## src/rtl/hsr_pkg.sv

```systemverilog
package hsr_pkg;

  // Bus address and command bytes.
  localparam logic [6:0] ADDR_SELF      = 7'h40;
  localparam logic [7:0] CMD_TEMP_HOLD  = 8'hE3;
  localparam logic [7:0] CMD_TEMP_POLL  = 8'hF3;

  // Core clock rate and conversion times in milliseconds.
  localparam int unsigned CLK_HZ        = 50000000;
  localparam int unsigned CONV14_MS     = 50;
  localparam int unsigned CONV13_MS     = 25;
  localparam int unsigned CONV12_MS     = 13;
  localparam int unsigned CONV11_MS     = 7;
  localparam int unsigned CONV14_CYC    = CONV14_MS * (CLK_HZ / 1000);
  localparam int unsigned CONV13_CYC    = CONV13_MS * (CLK_HZ / 1000);
  localparam int unsigned CONV12_CYC    = CONV12_MS * (CLK_HZ / 1000);
  localparam int unsigned CONV11_CYC    = CONV11_MS * (CLK_HZ / 1000);

  // Resolution selector codes.
  localparam logic [1:0] RES_14         = 2'h0;
  localparam logic [1:0] RES_12         = 2'h1;
  localparam logic [1:0] RES_13         = 2'h2;
  localparam logic [1:0] RES_11         = 2'h3;

  localparam int unsigned CNT_W         = 22;

  typedef enum logic [5:0] {
    ST_IDLE  = 6'b000001,
    ST_RECV  = 6'b000010,
    ST_ACK   = 6'b000100,
    ST_SEND  = 6'b001000,
    ST_MACK  = 6'b010000,
    ST_WAIT  = 6'b100000
  } hsr_state_t;

endpackage

```

## src/rtl/hsr_conv_if.sv

```systemverilog
`timescale 1ns/1ns
// Request and finish handshake between the serial engine and the conversion timer.
interface hsr_conv_if;
  logic       start;
  logic [1:0] res;
  logic       busy;
  logic       done;
  modport ctrl  (output start, output res, input busy, input done);
  modport timer (input start, input res, output busy, output done);
endinterface

```

## src/rtl/hsr_conv_timer.sv

```systemverilog
`timescale 1ns/1ns
// Counts out one temperature conversion at the selected resolution.
module hsr_conv_timer
  import hsr_pkg::*;
(
  input  wire logic             core_clk,
  input  wire logic             arst_n,
  hsr_conv_if.timer             conv,
  input  wire logic [CNT_W-1:0] t14_cyc,
  input  wire logic [CNT_W-1:0] t13_cyc,
  input  wire logic [CNT_W-1:0] t12_cyc,
  input  wire logic [CNT_W-1:0] t11_cyc
);
  logic [CNT_W-1:0] cnt_q;
  logic             busy_q;
  logic             done_q;
  logic [CNT_W-1:0] load_d;

  // Pick the maximum time for the requested resolution.
  always_comb begin
    case (conv.res)
      RES_14:  load_d = t14_cyc;
      RES_13:  load_d = t13_cyc;
      RES_12:  load_d = t12_cyc;
      default: load_d = t11_cyc;
    endcase
  end

  // The conversion finishes strictly before its maximum time.
  always_ff @(posedge core_clk or negedge arst_n) begin
    if (!arst_n) begin
      cnt_q  <= '0;
      busy_q <= 1'b0;
      done_q <= 1'b0;
    end else begin
      done_q <= 1'b0;
      if (conv.start && !busy_q) begin
        cnt_q  <= load_d - CNT_W'(1);
        busy_q <= 1'b1;
      end else if (busy_q) begin
        if (cnt_q <= CNT_W'(1)) begin
          busy_q <= 1'b0;
          done_q <= 1'b1;
        end else begin
          cnt_q <= cnt_q - CNT_W'(1);
        end
      end
    end
  end

  assign conv.busy = busy_q;
  assign conv.done = done_q;
endmodule

```

## src/rtl/hsr_sensor_link.sv

```systemverilog
`timescale 1ns/1ns
module hsr_sensor_link
  import hsr_pkg::*;
#(
  parameter int unsigned T14_CYC = CONV14_CYC,
  parameter int unsigned T13_CYC = CONV13_CYC,
  parameter int unsigned T12_CYC = CONV12_CYC,
  parameter int unsigned T11_CYC = CONV11_CYC
)(
  input  wire logic        core_clk,
  input  wire logic        arst_n,
  input  wire logic        scl_i,
  input  wire logic        sda_i,
  output logic             sda_o,
  output logic             sda_oe_n,
  output logic             scl_o,
  output logic             scl_oe_n,
  input  wire logic [1:0]  res_sel,
  input  wire logic [15:0] temp_value,
  output logic             conv_busy
);
  hsr_conv_if conv ();

  logic [1:0] scl_s_q;
  logic [1:0] sda_s_q;
  logic       scl_p_q;
  logic       sda_p_q;
  hsr_state_t state_q;
  logic [7:0] shift_q;
  logic [3:0] bit_q;
  logic       first_q;
  logic       rd_q;
  logic [1:0] byte_q;
  logic       hold_mode_q;
  logic       ready_q;
  logic [15:0] result_q;
  logic       start_q;
  logic       stretch_q;
  logic       sda_low_q;

  wire scl   = scl_s_q[1];
  wire sda   = sda_s_q[1];
  wire scl_r = scl & ~scl_p_q;
  wire scl_f = ~scl & scl_p_q;
  wire cond_s = scl & scl_p_q & sda_p_q & ~sda;
  wire cond_p = scl & scl_p_q & ~sda_p_q & sda;

  // Two-stage synchronisers for the pins; edges are only found past stage two.
  always_ff @(posedge core_clk or negedge arst_n) begin
    if (!arst_n) begin
      scl_s_q <= 2'h3;
      sda_s_q <= 2'h3;
      scl_p_q <= 1'b1;
      sda_p_q <= 1'b1;
    end else begin
      scl_s_q <= {scl_s_q[0], scl_i};
      sda_s_q <= {sda_s_q[0], sda_i};
      scl_p_q <= scl;
      sda_p_q <= sda;
    end
  end

  // Conversion timer with its handshake.
  hsr_conv_timer u_timer (
    .core_clk (core_clk),
    .arst_n   (arst_n),
    .conv     (conv),
    .t14_cyc  (CNT_W'(T14_CYC)),
    .t13_cyc  (CNT_W'(T13_CYC)),
    .t12_cyc  (CNT_W'(T12_CYC)),
    .t11_cyc  (CNT_W'(T11_CYC))
  );
  assign conv.res   = res_sel;
  assign conv.start = start_q;

  // Serial engine; outside ST_WAIT it advances only on detected edges, so a stopped clock just waits.
  always_ff @(posedge core_clk or negedge arst_n) begin
    if (!arst_n) begin
      state_q     <= ST_IDLE;
      shift_q     <= 8'h00;
      bit_q       <= 4'h0;
      first_q     <= 1'b0;
      rd_q        <= 1'b0;
      byte_q      <= 2'h0;
      hold_mode_q <= 1'b0;
      ready_q     <= 1'b0;
      result_q    <= 16'h0000;
      start_q     <= 1'b0;
      stretch_q   <= 1'b0;
      sda_low_q   <= 1'b0;
    end else begin
      start_q <= 1'b0;
      if (conv.done) begin
        ready_q   <= 1'b1;
        result_q  <= {temp_value[15:2], 2'h0};
        stretch_q <= 1'b0;
      end
      if (cond_p) begin
        state_q   <= ST_IDLE;
        sda_low_q <= 1'b0;
      end else if (cond_s) begin
        state_q   <= ST_RECV;
        first_q   <= 1'b1;
        bit_q     <= 4'h0;
        sda_low_q <= 1'b0;
      end else begin
        case (state_q)
          ST_RECV: begin
            if (scl_r) begin
              shift_q <= {shift_q[6:0], sda};
              bit_q   <= bit_q + 4'h1;
            end else if (scl_f && bit_q == 4'h8) begin
              if (first_q) begin
                rd_q <= shift_q[0];
                if (shift_q[7:1] != ADDR_SELF) begin
                  state_q <= ST_IDLE;
                end else if (shift_q[0] && !ready_q) begin
                  state_q <= ST_IDLE;
                end else begin
                  sda_low_q <= 1'b1;
                  state_q   <= ST_ACK;
                end
              end else if (shift_q == CMD_TEMP_HOLD || shift_q == CMD_TEMP_POLL) begin
                hold_mode_q <= (shift_q == CMD_TEMP_HOLD);
                sda_low_q   <= 1'b1;
                state_q     <= ST_ACK;
              end else begin
                state_q <= ST_IDLE;
              end
            end
          end
          ST_ACK: begin
            if (scl_f) begin
              sda_low_q <= 1'b0;
              bit_q     <= 4'h0;
              if (first_q && rd_q) begin
                first_q   <= 1'b0;
                byte_q    <= 2'h0;
                sda_low_q <= ~result_q[15];
                shift_q   <= {result_q[14:8], 1'b0};
                ready_q   <= 1'b0;
                state_q   <= ST_SEND;
              end else if (first_q) begin
                first_q <= 1'b0;
                state_q <= ST_RECV;
              end else begin
                start_q <= 1'b1;
                ready_q <= 1'b0;
                if (hold_mode_q) begin
                  stretch_q <= 1'b1;
                  state_q   <= ST_WAIT;
                end else begin
                  state_q <= ST_IDLE;
                end
              end
            end
          end
          ST_WAIT: begin
            // Only the finished conversion can end the stretch; a read restart follows.
            if (!stretch_q && !conv.busy) begin
              state_q <= ST_IDLE;
            end
          end
          ST_SEND: begin
            if (scl_f) begin
              bit_q <= bit_q + 4'h1;
              if (bit_q == 4'h7) begin
                sda_low_q <= 1'b0;
                state_q   <= ST_MACK;
              end else begin
                sda_low_q <= ~shift_q[7];
                shift_q   <= {shift_q[6:0], 1'b0};
              end
            end
          end
          ST_MACK: begin
            if (scl_r && sda) begin
              state_q <= ST_IDLE;
            end else if (scl_f) begin
              bit_q <= 4'h0;
              if (byte_q == 2'h0) begin
                byte_q    <= 2'h1;
                sda_low_q <= ~result_q[7];
                shift_q   <= {result_q[6:0], 1'b0};
                state_q   <= ST_SEND;
              end else begin
                state_q <= ST_IDLE;
              end
            end
          end
          default: state_q <= ST_IDLE;
        endcase
      end
    end
  end

  // Open-drain drive; sda_o and scl_o stay zero and only the enables and conv_busy move.
  always_ff @(posedge core_clk or negedge arst_n) begin
    if (!arst_n) begin
      sda_o     <= 1'b0;
      sda_oe_n  <= 1'b1;
      scl_o     <= 1'b0;
      scl_oe_n  <= 1'b1;
      conv_busy <= 1'b0;
    end else begin
      sda_o     <= 1'b0;
      sda_oe_n  <= ~sda_low_q;
      scl_o     <= 1'b0;
      scl_oe_n  <= ~stretch_q;
      conv_busy <= conv.busy;
    end
  end
endmodule

```

## config.mk

```make
export PLATFORM = sky130hd
export DESIGN_NAME = hsr_sensor_link
export DESIGN_NICKNAME = d
export VERILOG_FILES = /design/src/rtl/hsr_pkg.sv /design/src/rtl/hsr_conv_if.sv /design/src/rtl/hsr_conv_timer.sv /design/src/rtl/hsr_sensor_link.sv
export SDC_FILE = /design/constraint.sdc
export NUM_CORES = 1
export LEC_CHECK = 0
export BUFFER_PORTS_ARGS = -buffer_cell sky130_fd_sc_hd__buf_2
export CORE_MARGIN = 2
export CORE_UTILIZATION = 30
export CTS_BUF_LIST = sky130_fd_sc_hd__clkbuf_8 sky130_fd_sc_hd__clkbuf_16
export DETAILED_ROUTE_END_ITERATION = 7
export GPL_TIMING_DRIVEN = 0
export PLACE_DENSITY = 0.57
export SYNTH_ARGS = -nofsm -noshare
export SYNTH_HDL_FRONTEND = slang
export SYNTH_SLANG_ARGS = --single-unit
```

## constraint.sdc

```tcl
create_clock -name core_clk -period 6.8 [get_ports core_clk]
set_input_delay 0.68 -clock core_clk [delete_from_list [all_inputs] [get_ports core_clk]]
set_output_delay 0.68 -clock core_clk [all_outputs]
set_load 0.01 [all_outputs]
```

==> out/summary.md, run 1 <==
The reg-to-reg setup timing slack was 4120 ps; the share of synthesized area occupied by flip-flops and latches was 46.3%. The final critical path time including I/O delays and setup is 2680 ps. For the placeable core region, the log shows 0.0131 sq mm. The worst register-to-register path begins at sda_s_q[1]$_DFF_PN1_. The via count of the first global-routing pass is 3220, and the largest clock skew in the final design is 7.90 ps. Cells fill 35.6% of the core in the end. The run gives 1.89 nW as the cell leakage power.

The run gives 0 as the hold violation count in the final report. STA classifies the critical path startpoint as a register. The cell depth of the worst flop-to-flop path is 7. In the final layout, flip-flops and latches occupy 0.00184 sq mm.

In this design, the stage delay of the slowest critical-path cell is 770 ps. The tools report the setup TNS after final layout as 0 ps. For this run, the top clock speed supported by timing is 0.373 GHz.

Terminus of the critical flop-to-flop path: shift_q[1]$_DFFE_PN0P_. The async set or reset register ratio after synthesis works out to 100%. Counting flops and latches in the post-synthesis netlist gives 73.

Setup repair after global routing left no endpoint under its margin. The first global-routing pass estimated 16.0 mm of wire. By startpoint and endpoint, the worst setup path is classified as register to register. For this run, the leading register cell type out of synthesis is sky130_fd_sc_hd__dfrtp_1. The tools report the length of the first detailed-routing pass in iterations as 5. Clock latency on the worst-skew pair, taken at its later pin, is 340 ps.

The final critical-path setup slack came out at 4120 ps. Traced cell by cell, the critical path runs through clkbuf_1 -> xnor2_1 -> nor2_1 -> a21oi_4 -> o21ai_2 -> a2111oi_4 -> mux2_4. The growth of design area from synthesis to finish was 17.2%; the detailed-placement wirelength estimate was 6.78 mm. The tools report the worst path arrival time as 2900 ps. For this design, the sink count on the clock tree is 73. The residual overflow from global routing came out at 0. OpenSTA, run right after detailed placement, puts the worst setup slack at 4130 ps.

The tools report the violation count after the first detailed-route iteration as 179. The via count is 3158. The number of H-tree levels came out at 3.

Entering global routing, the biggest net connects 46 pins. The initial antenna violation count was 0; the overall track demand over capacity in global routing was 14.2%. The number of buffers inserted by hold repair at cts was 0; the number of enable flip-flop cells after synthesis was 0. Once the floorplan was initialized, standard cells occupied 30.4% of the core. The worst setup path startpoint is sda_s_q[1]$_DFF_PN1_. The number of max-slew violations in the final report is 0.

The classification of the worst-slack hold path was input pin to asynchronous set/reset pin. The die outline area came out at 0.0142 sq mm. At the end of the flow, the number of nets in the layout was 458. In the layout the commonest cells are sky130_fd_sc_hd__dfrtp_1, sky130_fd_sc_hd__nor2_1, sky130_fd_sc_hd__buf_2, sky130_fd_sc_hd__nand2_1, sky130_fd_sc_hd__a21oi_1. The cell sitting at the root of the clock tree is a sky130_fd_sc_hd__clkbuf_16.

The detailed-route wire length is 9.51 mm, and the cell area after synthesis is 0.00397 sq mm. On the critical path, the stage with the largest delay is an instance of sky130_fd_sc_hd__a2111oi_4. TritonCTS built the clock tree. TritonCTS created 9 clock buffers. After clock tree synthesis, the clock-pin slew on the worst setup and hold paths is 60 ps. Setup violations remaining at the end of the flow were counted as 0. Period utilization: 39.4%. The number of antenna diodes in the final layout is 0. The number of warnings printed during yosys synthesis is 0. Each instance of the synthesized netlist takes up on average 10.2 sq um.

The cell count after synthesis came out at 390. The wire length per cell after detailed routing was 15.7 microns; the actual slew at the worst max-slew pin was 821 ps. For the count of instances resized after the clock tree is built, the log shows 0.

The tools report the post-CTS setup-driven buffer insertion count as 0. The final weighted congestion in routability-driven placement came out at 0.884. The per-cell via count in the routed design was 5.21; the final routed DRC violation total was 0. The height of the die was 119 microns; the area of the multi-input gates was 0.00198 sq mm. At the worst endpoint, the required time is 7020 ps. The run finished with clean final reports. The run gives 42 as the number of rows in the core area. The tool flagged a number of max-cap violations equal to 0.

The worst setup path is captured at a register. For the antenna violation net count after detailed routing, the log shows 0. The synthesized netlist contains 75 unique library cells. The peak fanout along the critical path works out to 9. Power density relative to cell area: 215 mW/mm^2.

The share of layout cells above drive strength 1 works out to 20.9%. After filler insertion, the fill cell instance count of the layout stands at 1308. The worst-case IR drop observed on VDD is 0.192 mV. I/O pin count: 27. Buffer levels on the longest clock path: 2.

Leading cell type in the layout, fill and taps excluded: sky130_fd_sc_hd__dfrtp_1. The die width is 119 microns, and the number of port buffers is 22. Measured against its own limit, the worst slew margin works out to 45.3%.
-- worst max-delay path, delay by kind of cell (launching register included) --
kind,cells,cell delay [ps]
AO/OA/AOI/OAI,3,1010
XOR/XNOR,1,180
buffers and inverters,1,310
flip-flops,1,530
multiplexers,1,360
AND/OR/NAND/NOR,1,170
-- through the flow --
step                total power (W)  instance area, sq um  hold slack, ps  cells
detailed placement         0.000501                  4340             347    590
CTS                         0.00102                  4660             276    606
global placement           0.000498                  4310             347    589
floorplan                  0.000477                  3980             345    391
global route                0.00104                  4660             295    606
finish                      0.00100                  4660             267    606
-- cells by family (layout without fill, tap and decap cells) --
kind of cell	after synthesis	after routing	synth area share (%)
buf+inv	35	74	4.06
fa+ha+maj	11	11	3.46
xor+xnor	15	15	3.31
other cells	1	2	0.0944
flops	73	73	46.3
simple gates	138	138	18.6
compound gates	91	91	17.0
mux	26	26	7.28
-- routing by layer --
metal | global-route usage, % | share of wire, %
met2 | 21.8 | 47
met4 | 5.95 | 1.5
met5 | 0 | 0
met3 | 3.59 | 4.7
met1 | 19.1 | 47
-- registers in the layout, indices dropped and copies added (netlist names) --
register	flops
u_timer.cnt_q	22
result_q	14
shift_q	8
state_q	6
bit_q	4
scl_s_q	2
sda_s_q	2
byte_q	1
conv.start	1
conv_busy	1
first_q	1
hold_mode_q	1
rd_q	1
ready_q	1
scl_oe_n	1
scl_p_q	1
sda_low_q	1
sda_oe_n	1
sda_p_q	1
stretch_q	1
u_timer.conv.busy	1
u_timer.conv.done	1
-- cell type report --
type | instances | share of cell area, %
plain buffers | 17 | 2.02
inverters | 18 | 1.45
multi-input cells | 283 | 42.5
flip-flops and latches | 73 | 39.5
well taps | 176 | 4.73
clock buffers | 9 | 4.84
repair buffers | 23 | 3.01
clock inverters | 7 | 2.04
-- where the power goes --
part           switching [W]  leakage (nW)  internal (W)
combinational      0.0000262         0.806     0.0000170
sequential        0.00000711         0.927      0.000443
clock               0.000189         0.155      0.000321
-- cell usage after synthesis, types with 2 or more instances --
library cell | n | share of area, %
sky130_fd_sc_hd__buf_4 | 5 | 0.94
sky130_fd_sc_hd__or3_1 | 6 | 0.94
sky130_fd_sc_hd__or2_1 | 2 | 0.31
sky130_fd_sc_hd__and2_1 | 3 | 0.47
sky130_fd_sc_hd__nand2b_1 | 4 | 0.63
sky130_fd_sc_hd__nand4_1 | 3 | 0.47
sky130_fd_sc_hd__o21ai_1 | 11 | 1.4
sky130_fd_sc_hd__o21a_1 | 2 | 0.38
sky130_fd_sc_hd__dfstp_2 | 9 | 6.0
sky130_fd_sc_hd__a21oi_1 | 19 | 2.4
sky130_fd_sc_hd__ha_1 | 11 | 3.5
sky130_fd_sc_hd__o311ai_1 | 3 | 0.66
sky130_fd_sc_hd__mux2_2 | 15 | 4.3
sky130_fd_sc_hd__inv_1 | 18 | 1.7
sky130_fd_sc_hd__nand4b_1 | 2 | 0.44
sky130_fd_sc_hd__o211ai_1 | 7 | 1.3
sky130_fd_sc_hd__mux2i_1 | 9 | 2.3
sky130_fd_sc_hd__o21ai_0 | 13 | 1.6
sky130_fd_sc_hd__nand3b_1 | 3 | 0.57
sky130_fd_sc_hd__nand2_1 | 22 | 2.1
sky130_fd_sc_hd__buf_2 | 3 | 0.38
sky130_fd_sc_hd__a22o_1 | 2 | 0.44
sky130_fd_sc_hd__nor3_1 | 14 | 1.8
sky130_fd_sc_hd__xnor2_1 | 12 | 2.6
sky130_fd_sc_hd__nor3b_1 | 2 | 0.38
sky130_fd_sc_hd__a211oi_1 | 4 | 0.76
sky130_fd_sc_hd__nor4_1 | 6 | 0.94
sky130_fd_sc_hd__dfrtp_1 | 64 | 40
sky130_fd_sc_hd__a222oi_1 | 5 | 1.3
sky130_fd_sc_hd__xor2_1 | 3 | 0.66
sky130_fd_sc_hd__or4_1 | 3 | 0.57
sky130_fd_sc_hd__mux2_4 | 2 | 0.76
sky130_fd_sc_hd__nor4b_1 | 2 | 0.44
sky130_fd_sc_hd__o221ai_1 | 2 | 0.44
sky130_fd_sc_hd__or2_2 | 4 | 0.63
sky130_fd_sc_hd__nand3_1 | 13 | 1.6
sky130_fd_sc_hd__nor2b_1 | 5 | 0.79
sky130_fd_sc_hd__clkbuf_1 | 7 | 0.66
sky130_fd_sc_hd__nor2_1 | 34 | 3.2
-- worst max path at each step --
stage,cells past startpoint,to
floorplan,7,shift_q[1]$_DFFE_PN0P_
CTS,7,shift_q[1]$_DFFE_PN0P_
global placement,7,shift_q[2]$_DFFE_PN0P_
global route,7,shift_q[1]$_DFFE_PN0P_
detailed placement,7,shift_q[2]$_DFFE_PN0P_
finish,7,shift_q[1]$_DFFE_PN0P_
Power figures use the tool's default switching activity.
==> run 2: changes to the inputs <==
Settings changed: PLACE_DENSITY 0.57 to 0.59.
Clock period 6.8 ns to 2.3 ns, I/O delays scaled along.
==> run 2 against run 1 <==
Effect of this change: register-to-register slack worse by 4000 ps; largest cell class unchanged; largest power group unchanged; combinational power rose to 3.0 times the previous value; flip-flop and latch count unchanged; critical path type unchanged.
==> out/summary.md, run 2 (synthesis gave the netlist of run 1 again) <==
The reg-to-reg setup timing slack was 110 ps (was 4120 ps). The logs give 0.0131 sq mm (unchanged) for the placeable core region and 9.95 ps (was 7.90 ps) for the largest clock skew in the final design. For the die outline area, the log shows 0.0142 sq mm (unchanged). The flip-flop count of the largest register after layout works out to 22 (unchanged). The tools report the antenna violation net count after detailed routing as 0 (unchanged). The startpoint-to-endpoint class of the critical path is register to register (unchanged). TritonCTS built the clock tree. The per-cell via count in the routed design came out at 5.22 (was 5.21).

The register name with the most flops was u_timer.cnt_q (unchanged). The clock latency on the worst-skew pair is 340 ps (about the same). The growth of design area from synthesis to finish is 20.0% (was 17.2%), and the total chip power is 0.00287 W (was 0.00100 W).

The run gives 2410 ps (was 2900 ps) as the worst path arrival time. The tools report the launching element type of the critical path as a register (unchanged). Height of the die: 119 microns (unchanged). The destination of the critical timing path is shift_q[1]$_DFFE_PN0P_ (unchanged). Most frequent cells in the layout: sky130_fd_sc_hd__dfrtp_1, sky130_fd_sc_hd__nor2_1, sky130_fd_sc_hd__buf_2, sky130_fd_sc_hd__nand2_1, sky130_fd_sc_hd__inv_1 (was sky130_fd_sc_hd__dfrtp_1, sky130_fd_sc_hd__nor2_1, sky130_fd_sc_hd__buf_2, sky130_fd_sc_hd__nand2_1, sky130_fd_sc_hd__a21oi_1). The achievable clock frequency was 0.457 GHz (was 0.373 GHz); the post-place instance area was 0.00434 sq mm (unchanged). The logs give 9.70 mm (was 9.51 mm) for the detailed-route wire length and 3 (unchanged) for the number of H-tree levels. For the number of setup violations in the final report, the log shows 0 (unchanged).

The fraction of the core area covered by cells at the end of the flow came out at 36.4% (was 35.6%). For the headroom to the max-slew limit, the log shows 55.0% (was 45.3%). The worst setup path startpoint is state_q[1]$_DFFE_PN0P_ (was sda_s_q[1]$_DFF_PN1_). Cell leakage power: 1.96 nW (was 1.89 nW). The terminus of the critical flop-to-flop path was shift_q[1]$_DFFE_PN0P_ (unchanged). The run gives 5 (unchanged) as the length of the first detailed-routing pass in iterations.

The reported max-cap violation count is 0 (unchanged), and the final critical path time including I/O delays and setup is 2190 ps (was 2680 ps). The die width is 119 microns (unchanged). The clock transition at the registers of the reported paths came out at 60 ps (about the same). The worst IR drop on VDD came out at 0.302 mV (was 0.192 mV). The net count of the finished layout was 466 (was 458); the residual overflow from global routing was 0 (unchanged).

The tools report the number of max-slew violations in the final report as 0 (unchanged). The classification of the worst-slack hold path was input pin to register (was input pin to asynchronous set/reset pin). The run gives 0 (unchanged) as the final routed DRC violation total. The violation count after the first detailed-route iteration was 260 (was 179); the number of buffers created by CTS was 9 (unchanged).

The non-filler instance count after layout is 613 (was 606), and the wire length per cell after detailed routing is 15.8 microns (was 15.7 microns). The peak fanout along the critical path came out at 6 (was 9). For the global-route wire length before repair, the log shows 16.3 mm (was 16.0 mm).

The worst flop-to-flop path startpoint is state_q[1]$_DFFE_PN0P_ (was sda_s_q[1]$_DFF_PN1_). The required time of the worst setup path was 2520 ps (was 7020 ps); the hold violation count in the final report was 0 (unchanged). Number of diodes: 0 (unchanged). The share of layout cells above drive strength 1 is 23.3% (was 20.9%), and the via count is 3197 (was 3158). The leading cell type in the layout, fill and taps excluded was sky130_fd_sc_hd__dfrtp_1 (unchanged).

The power density relative to cell area is 603 mW/mm^2 (was 215 mW/mm^2), and the overall track demand over capacity in global routing is 14.4% (was 14.2%). Cell depth of the worst flop-to-flop path: 7 (unchanged). The clock tree root buffer cell is sky130_fd_sc_hd__clkbuf_16 (unchanged). In this run the most critical hold path is launched from temp_value[2]. The largest net degree at the start of global routing came out at 50 (was 46). The tools report the effective utilization at floorplan as 30.4% (unchanged). The tools report the number of rows in the core area as 42 (unchanged). The flow ran to the end, and the final reports show no timing, DRC or antenna violations.

The via count of the first global-routing pass is 3249 (was 3220). The logs give 27 (unchanged) for the I/O pin count and 0.00477 sq mm (was 0.00466 sq mm) for the final design area excluding fillers. The run gives 2 (unchanged) as the buffer levels on the longest clock path. The tools report the total number of clock tree sinks as 73 (unchanged).

The number of instances in the placed design was 590 (unchanged). The tools report the final weighted congestion in routability-driven placement as 0.856 (was 0.884). The initial antenna violation count came out at 0 (unchanged).

Period utilization: 95.2% (was 39.4%). Largest registers: u_timer.cnt_q: 22 flops, result_q: 14 flops, shift_q: 8 flops (unchanged). The worst-case hold slack was 128 ps (was 267 ps). The actual slew at the worst max-slew pin was 673 ps (was 821 ps). The kind of end point of the critical path is a register (unchanged). The tools report the detailed-placement wirelength estimate as 6.86 mm (was 6.78 mm). The number of port buffers was 22 (unchanged).
run 2: power by group:
part / switching, W / total (W) / internal (W) / leakage, nW
registers: 0.0000253 / 0.00133 / 0.00131 / 0.927
logic: 0.0000756 / 0.000130 / 0.0000542 / 0.876
clock network: 0.000525 / 0.00141 / 0.000885 / 0.153
run 2: worst min-delay path by stage:
| stage | to | slack, ps | depth (start not counted) |
|---|---|---|---|
| after floorplan | bit_q[0]$_DFFE_PN0P_ | -70 | 0 |
| after global placement | scl_s_q[0]$_DFF_PN1_ | 340 | 1 |
| after detailed placement | u_timer.cnt_q[6]$_DFFE_PN0P_ | 160 | 1 |
| after CTS | result_q[3]$_DFFE_PN0P_ | 120 | 2 |
| after global routing | result_q[9]$_DFFE_PN0P_ | 130 | 2 |
| final | result_q[2]$_DFFE_PN0P_ | 130 | 2 |
run 2: final cells by class:
| class | count | area, sq um |
|---|---|---|
| clock inverters | 4 | 43.8 |
| fillers | 1299 | 8320 |
| well taps | 176 | 220 |
| clock buffers | 11 | 253 |
| flip-flops and latches | 73 | 1840 |
| inverters | 18 | 67.6 |
| multi-input cells | 283 | 2020 |
| plain buffers | 16 | 95.1 |
| repair buffers | 32 | 228 |
run 2: timing repair:
item,CTS,global route
resized for setup,2,11
buffers inserted,6,0
hold buffers,3,0
setup endpoints to repair,29,19
pin swaps,3,1
endpoints found under the hold margin,21,0
run 2: stage by stage:
stage          TNS [ps]  worst slack, ps
6_report              0              110
5_1_grt           -13.9            -7.95
4_1_cts               0             7.59
3_5_place_dp      -5400             -363
3_3_place_gp      -2800             -229
2_1_floorplan         0             84.9
run 2: metal layers:
metal	wire length, microns	global-route usage, %	part of all wire, %
met1	4540	19.9	47
met2	4590	22.6	47
met3	442	2.59	4.6
met4	130	5.13	1.3
met5	0	0	0
run 2: critical path: stages, from the launching register on:
cell	delay [ps]
sky130_fd_sc_hd__dfrtp_1	460
sky130_fd_sc_hd__nor3_2	370
sky130_fd_sc_hd__o211ai_1	240
sky130_fd_sc_hd__nor2_1	200
sky130_fd_sc_hd__a21oi_1	100
sky130_fd_sc_hd__a2111oi_4	190
sky130_fd_sc_hd__buf_4	210
sky130_fd_sc_hd__mux2_4	310
==> run 3: changes to the inputs <==
Settings changed: MAX_ROUTING_LAYER set to met4.
==> run 3 against run 2 <==
Effect of this change: flip-flop and latch count unchanged; critical path type unchanged; clock skew decreased by 3.0 ps; critical path depth is 1 lower; via count increased by 1.4%; worst hold slack got worse by 8.7 ps; clock-buffer cell count fell by 1; global-route usage hardly changed; design area grew 0.68%; routed wire length is 2.4% lower; clock power up 9%; non-clock buffer count is the same; register-to-register slack about the same.
==> out/summary.md, run 3 (synthesis gave the netlist of run 1 again) <==
The run finished with clean final reports. For the length of the first detailed-routing pass in iterations, the log shows 5 (unchanged). The violation count after the first detailed-route iteration was 246 (was 260). The logs give 2400 ps (was 2410 ps) for the worst path arrival time and 3 (unchanged) for the number of H-tree levels.

The net count of the finished layout is 466 (unchanged). For the reported max-cap violation count, the log shows 0 (unchanged). The logs give 614 (was 613) for the non-filler instance count after layout and 56.3% (was 55.0%) for the headroom to the max-slew limit.

The number of instances in the placed design was 590 (unchanged); the wire length per cell after detailed routing was 15.4 microns (was 15.8 microns). The period utilization is 94.9% (was 95.2%). The overall track demand over capacity in global routing came out at 14.4% (about the same). The flip-flop count of the largest register after layout came out at 22 (unchanged).

Largest registers: u_timer.cnt_q: 22 flops, result_q: 14 flops, shift_q: 8 flops (unchanged). The tools report the sink of the worst hold path as result_q[3]$_DFFE_PN0P_ (was result_q[2]$_DFFE_PN0P_). The clock latency on the worst-skew pair is 340 ps (about the same). The tools report the via count of the first global-routing pass as 3045 (was 3249). The peak fanout along the critical path is 6 (unchanged). The library cell contributing the largest single delay on the critical path was sky130_fd_sc_hd__dfstp_2 (was sky130_fd_sc_hd__dfrtp_1).

Most frequent cells in the layout: sky130_fd_sc_hd__dfrtp_1, sky130_fd_sc_hd__nor2_1, sky130_fd_sc_hd__buf_2, sky130_fd_sc_hd__nand2_1 (was sky130_fd_sc_hd__dfrtp_1, sky130_fd_sc_hd__nor2_1, sky130_fd_sc_hd__buf_2, sky130_fd_sc_hd__nand2_1, sky130_fd_sc_hd__inv_1). The die width is 119 microns (unchanged). Setup repair after global routing left no endpoint under its margin. The total number of clock tree sinks is 73 (unchanged).

The per-cell via count in the routed design was 5.28 (was 5.22); the via count was 3241 (was 3197). The final critical path time including I/O delays and setup came out at 2180 ps (was 2190 ps). The final routed DRC violation total is 0 (unchanged). Worst flop-to-flop path startpoint: scl_p_q$_DFF_PN1_ (was state_q[1]$_DFFE_PN0P_). The cell type group with the largest total delay on the critical path is simple AND/OR/NAND/NOR gates (unchanged). The number of stages on the worst hold path is 2 (unchanged), and the number of max-slew violations in the final report is 0 (unchanged). The terminus of the critical flop-to-flop path is state_q[0]$_DFFE_PN1P_ (was shift_q[1]$_DFFE_PN0P_). The tools report the hold violation count in the final report as 0 (unchanged).

The logs give 0.0131 sq mm (unchanged) for the placeable core region and 120 ps (was 110 ps) for the reg-to-reg setup timing slack. The final critical-path setup slack is 118 ps (was 110 ps), and the clock transition at the registers of the reported paths is 60 ps (about the same). Cell breakdown of the critical path: and2b_2 -> nand4b_1 -> a21oi_2 -> and4_2 -> o21ai_1 -> a2111oi_1 (was nor3_2 -> o211ai_1 -> nor2_1 -> a21oi_1 -> a2111oi_4 -> buf_4 -> mux2_4). Number of rows in the core area: 42 (unchanged). The clock tree root buffer cell was sky130_fd_sc_hd__clkbuf_16 (unchanged). The worst IR drop on VDD came out at 0.296 mV (was 0.302 mV). The worst setup path startpoint is scl_p_q$_DFF_PN1_ (was state_q[1]$_DFFE_PN0P_). The kind of end point of the critical path is a register (unchanged).

Hold path startpoint: temp_value[3] (was temp_value[2]). The startpoint-to-endpoint class of the critical path is register to register (unchanged). The number of port buffers was 22 (unchanged); the achievable clock frequency was 0.458 GHz (was 0.457 GHz). The tools report the cell leakage power as 1.96 nW (about the same). The classification of the worst-slack hold path was input pin to register (unchanged). The number of setup violations in the final report was 0 (unchanged).

The largest clock skew in the final design came out at 6.91 ps (was 9.95 ps). The power density relative to cell area came out at 627 mW/mm^2 (was 603 mW/mm^2). The share of layout cells above drive strength 1 is 23.7% (was 23.3%), and the initial antenna violation count is 0 (unchanged). The logs give 2 (unchanged) for the buffer levels on the longest clock path and 30.4% (unchanged) for the effective utilization at floorplan. Cell depth of the worst flop-to-flop path: 6 (was 7). The number of diodes is 0 (unchanged), and the height of the die is 119 microns (unchanged). TritonCTS built the clock tree.

The tools report the required time of the worst setup path as 2520 ps (about the same). The area of the multi-input gates was 0.00203 sq mm (was 0.00202 sq mm); the growth of design area from synthesis to finish was 20.8% (was 20.0%). The actual slew at the worst max-slew pin works out to 654 ps (was 673 ps). The run gives 0.00184 sq mm (unchanged) as the total area of sequential cells.

The final weighted congestion in routability-driven placement is 0.848 (was 0.856), and the detailed-route wire length is 9.47 mm (was 9.70 mm). The register name with the most flops was u_timer.cnt_q (unchanged). The delay of the slowest critical-path stage was 580 ps (was 460 ps).

The tools report the residual overflow from global routing as 0 (unchanged). The launching element type of the critical path was a register (unchanged). The global-route wire length before repair came out at 15.8 mm (was 16.3 mm). The total of fill cells in the finished design is 1288 (was 1299), and the number of buffer and inverter instances along the worst setup path is 0 (was 1). The leading cell type in the layout, fill and taps excluded was sky130_fd_sc_hd__dfrtp_1 (unchanged). The tools report the antenna violation net count after detailed routing as 0 (unchanged).

The tools report the I/O pin count as 27 (unchanged). The detailed-placement wirelength estimate was 6.79 mm (was 6.86 mm); the number of buffers created by CTS was 9 (unchanged). The largest net degree at the start of global routing came out at 47 (was 50). The worst setup slack after placement was -273 ps (was -363 ps); the die outline area was 0.0142 sq mm (unchanged).
run 3: cell type report:
type	instances	share of cell area, %
clock inverters	6	1.88
flip-flops and latches	73	38.3
repair buffers	32	4.74
plain buffers	16	1.90
multi-input cells	283	42.2
clock buffers	10	4.98
inverters	18	1.41
well taps	176	4.59
run 3: worst max path at each step:
stage	cells past startpoint	endpoint	slack, ps
finish	6	state_q[0]$_DFFE_PN1P_	120
global route	6	u_timer.cnt_q[18]$_DFFE_PN0P_	10
CTS	6	state_q[0]$_DFFE_PN1P_	30
detailed placement	7	u_timer.cnt_q[8]$_DFFE_PN0P_	-270
global placement	7	u_timer.cnt_q[16]$_DFFE_PN0P_	-200
floorplan	6	shift_q[1]$_DFFE_PN0P_	80
run 3: stage by stage:
| step | util, % | area [sq um] | hold WS, ps | total power, W | TNS, ps |
|---|---|---|---|---|---|
| floorplan | - | 3980 | -65.6 | 0.00141 | 0 |
| global placement | 32.9 | 4310 | 336 | 0.00147 | -2620 |
| detailed placement | 33.1 | 4340 | 182 | 0.00148 | -3950 |
| CTS | 36.4 | 4760 | 110 | 0.00303 | 0 |
| global route | 36.7 | 4800 | 117 | 0.00311 | 0 |
| finish | 36.7 | 4800 | 119 | 0.00301 | 0 |
run 3: repair_timing:
item / 4_1_cts / 5_1_grt
endpoints found under the hold margin: 24 / 0
buffers inserted: 6 / 0
hold buffers: 3 / 0
gates cloned: 0 / 0
pin swaps: 3 / 0
endpoints found under the setup margin: 28 / 18
gates resized for setup: 3 / 10
run 3: per-layer routing:
| metal | part of all wire, % | global-route usage [%] |
|---|---|---|
| met1 | 47 | 19.7 |
| met2 | 47 | 21.6 |
| met3 | 4.7 | 2.44 |
| met4 | 1.9 | 5.13 |
| met5 | 0 | - |
run 3: worst reg2reg max path: stages, from the launching register on:
cell and delay [ps]:
sky130_fd_sc_hd__dfstp_2 580, sky130_fd_sc_hd__and2b_2 230, sky130_fd_sc_hd__nand4b_1 200, sky130_fd_sc_hd__a21oi_2 230, sky130_fd_sc_hd__and4_2 330, sky130_fd_sc_hd__o21ai_1 90
sky130_fd_sc_hd__a2111oi_1 410
run 3: where the power goes:
group	switching (W)	total (W)	internal, W
registers	0.0000252	0.00133	0.00131
clock network	0.000562	0.00154	0.000983
logic	0.0000753	0.000129	0.0000541
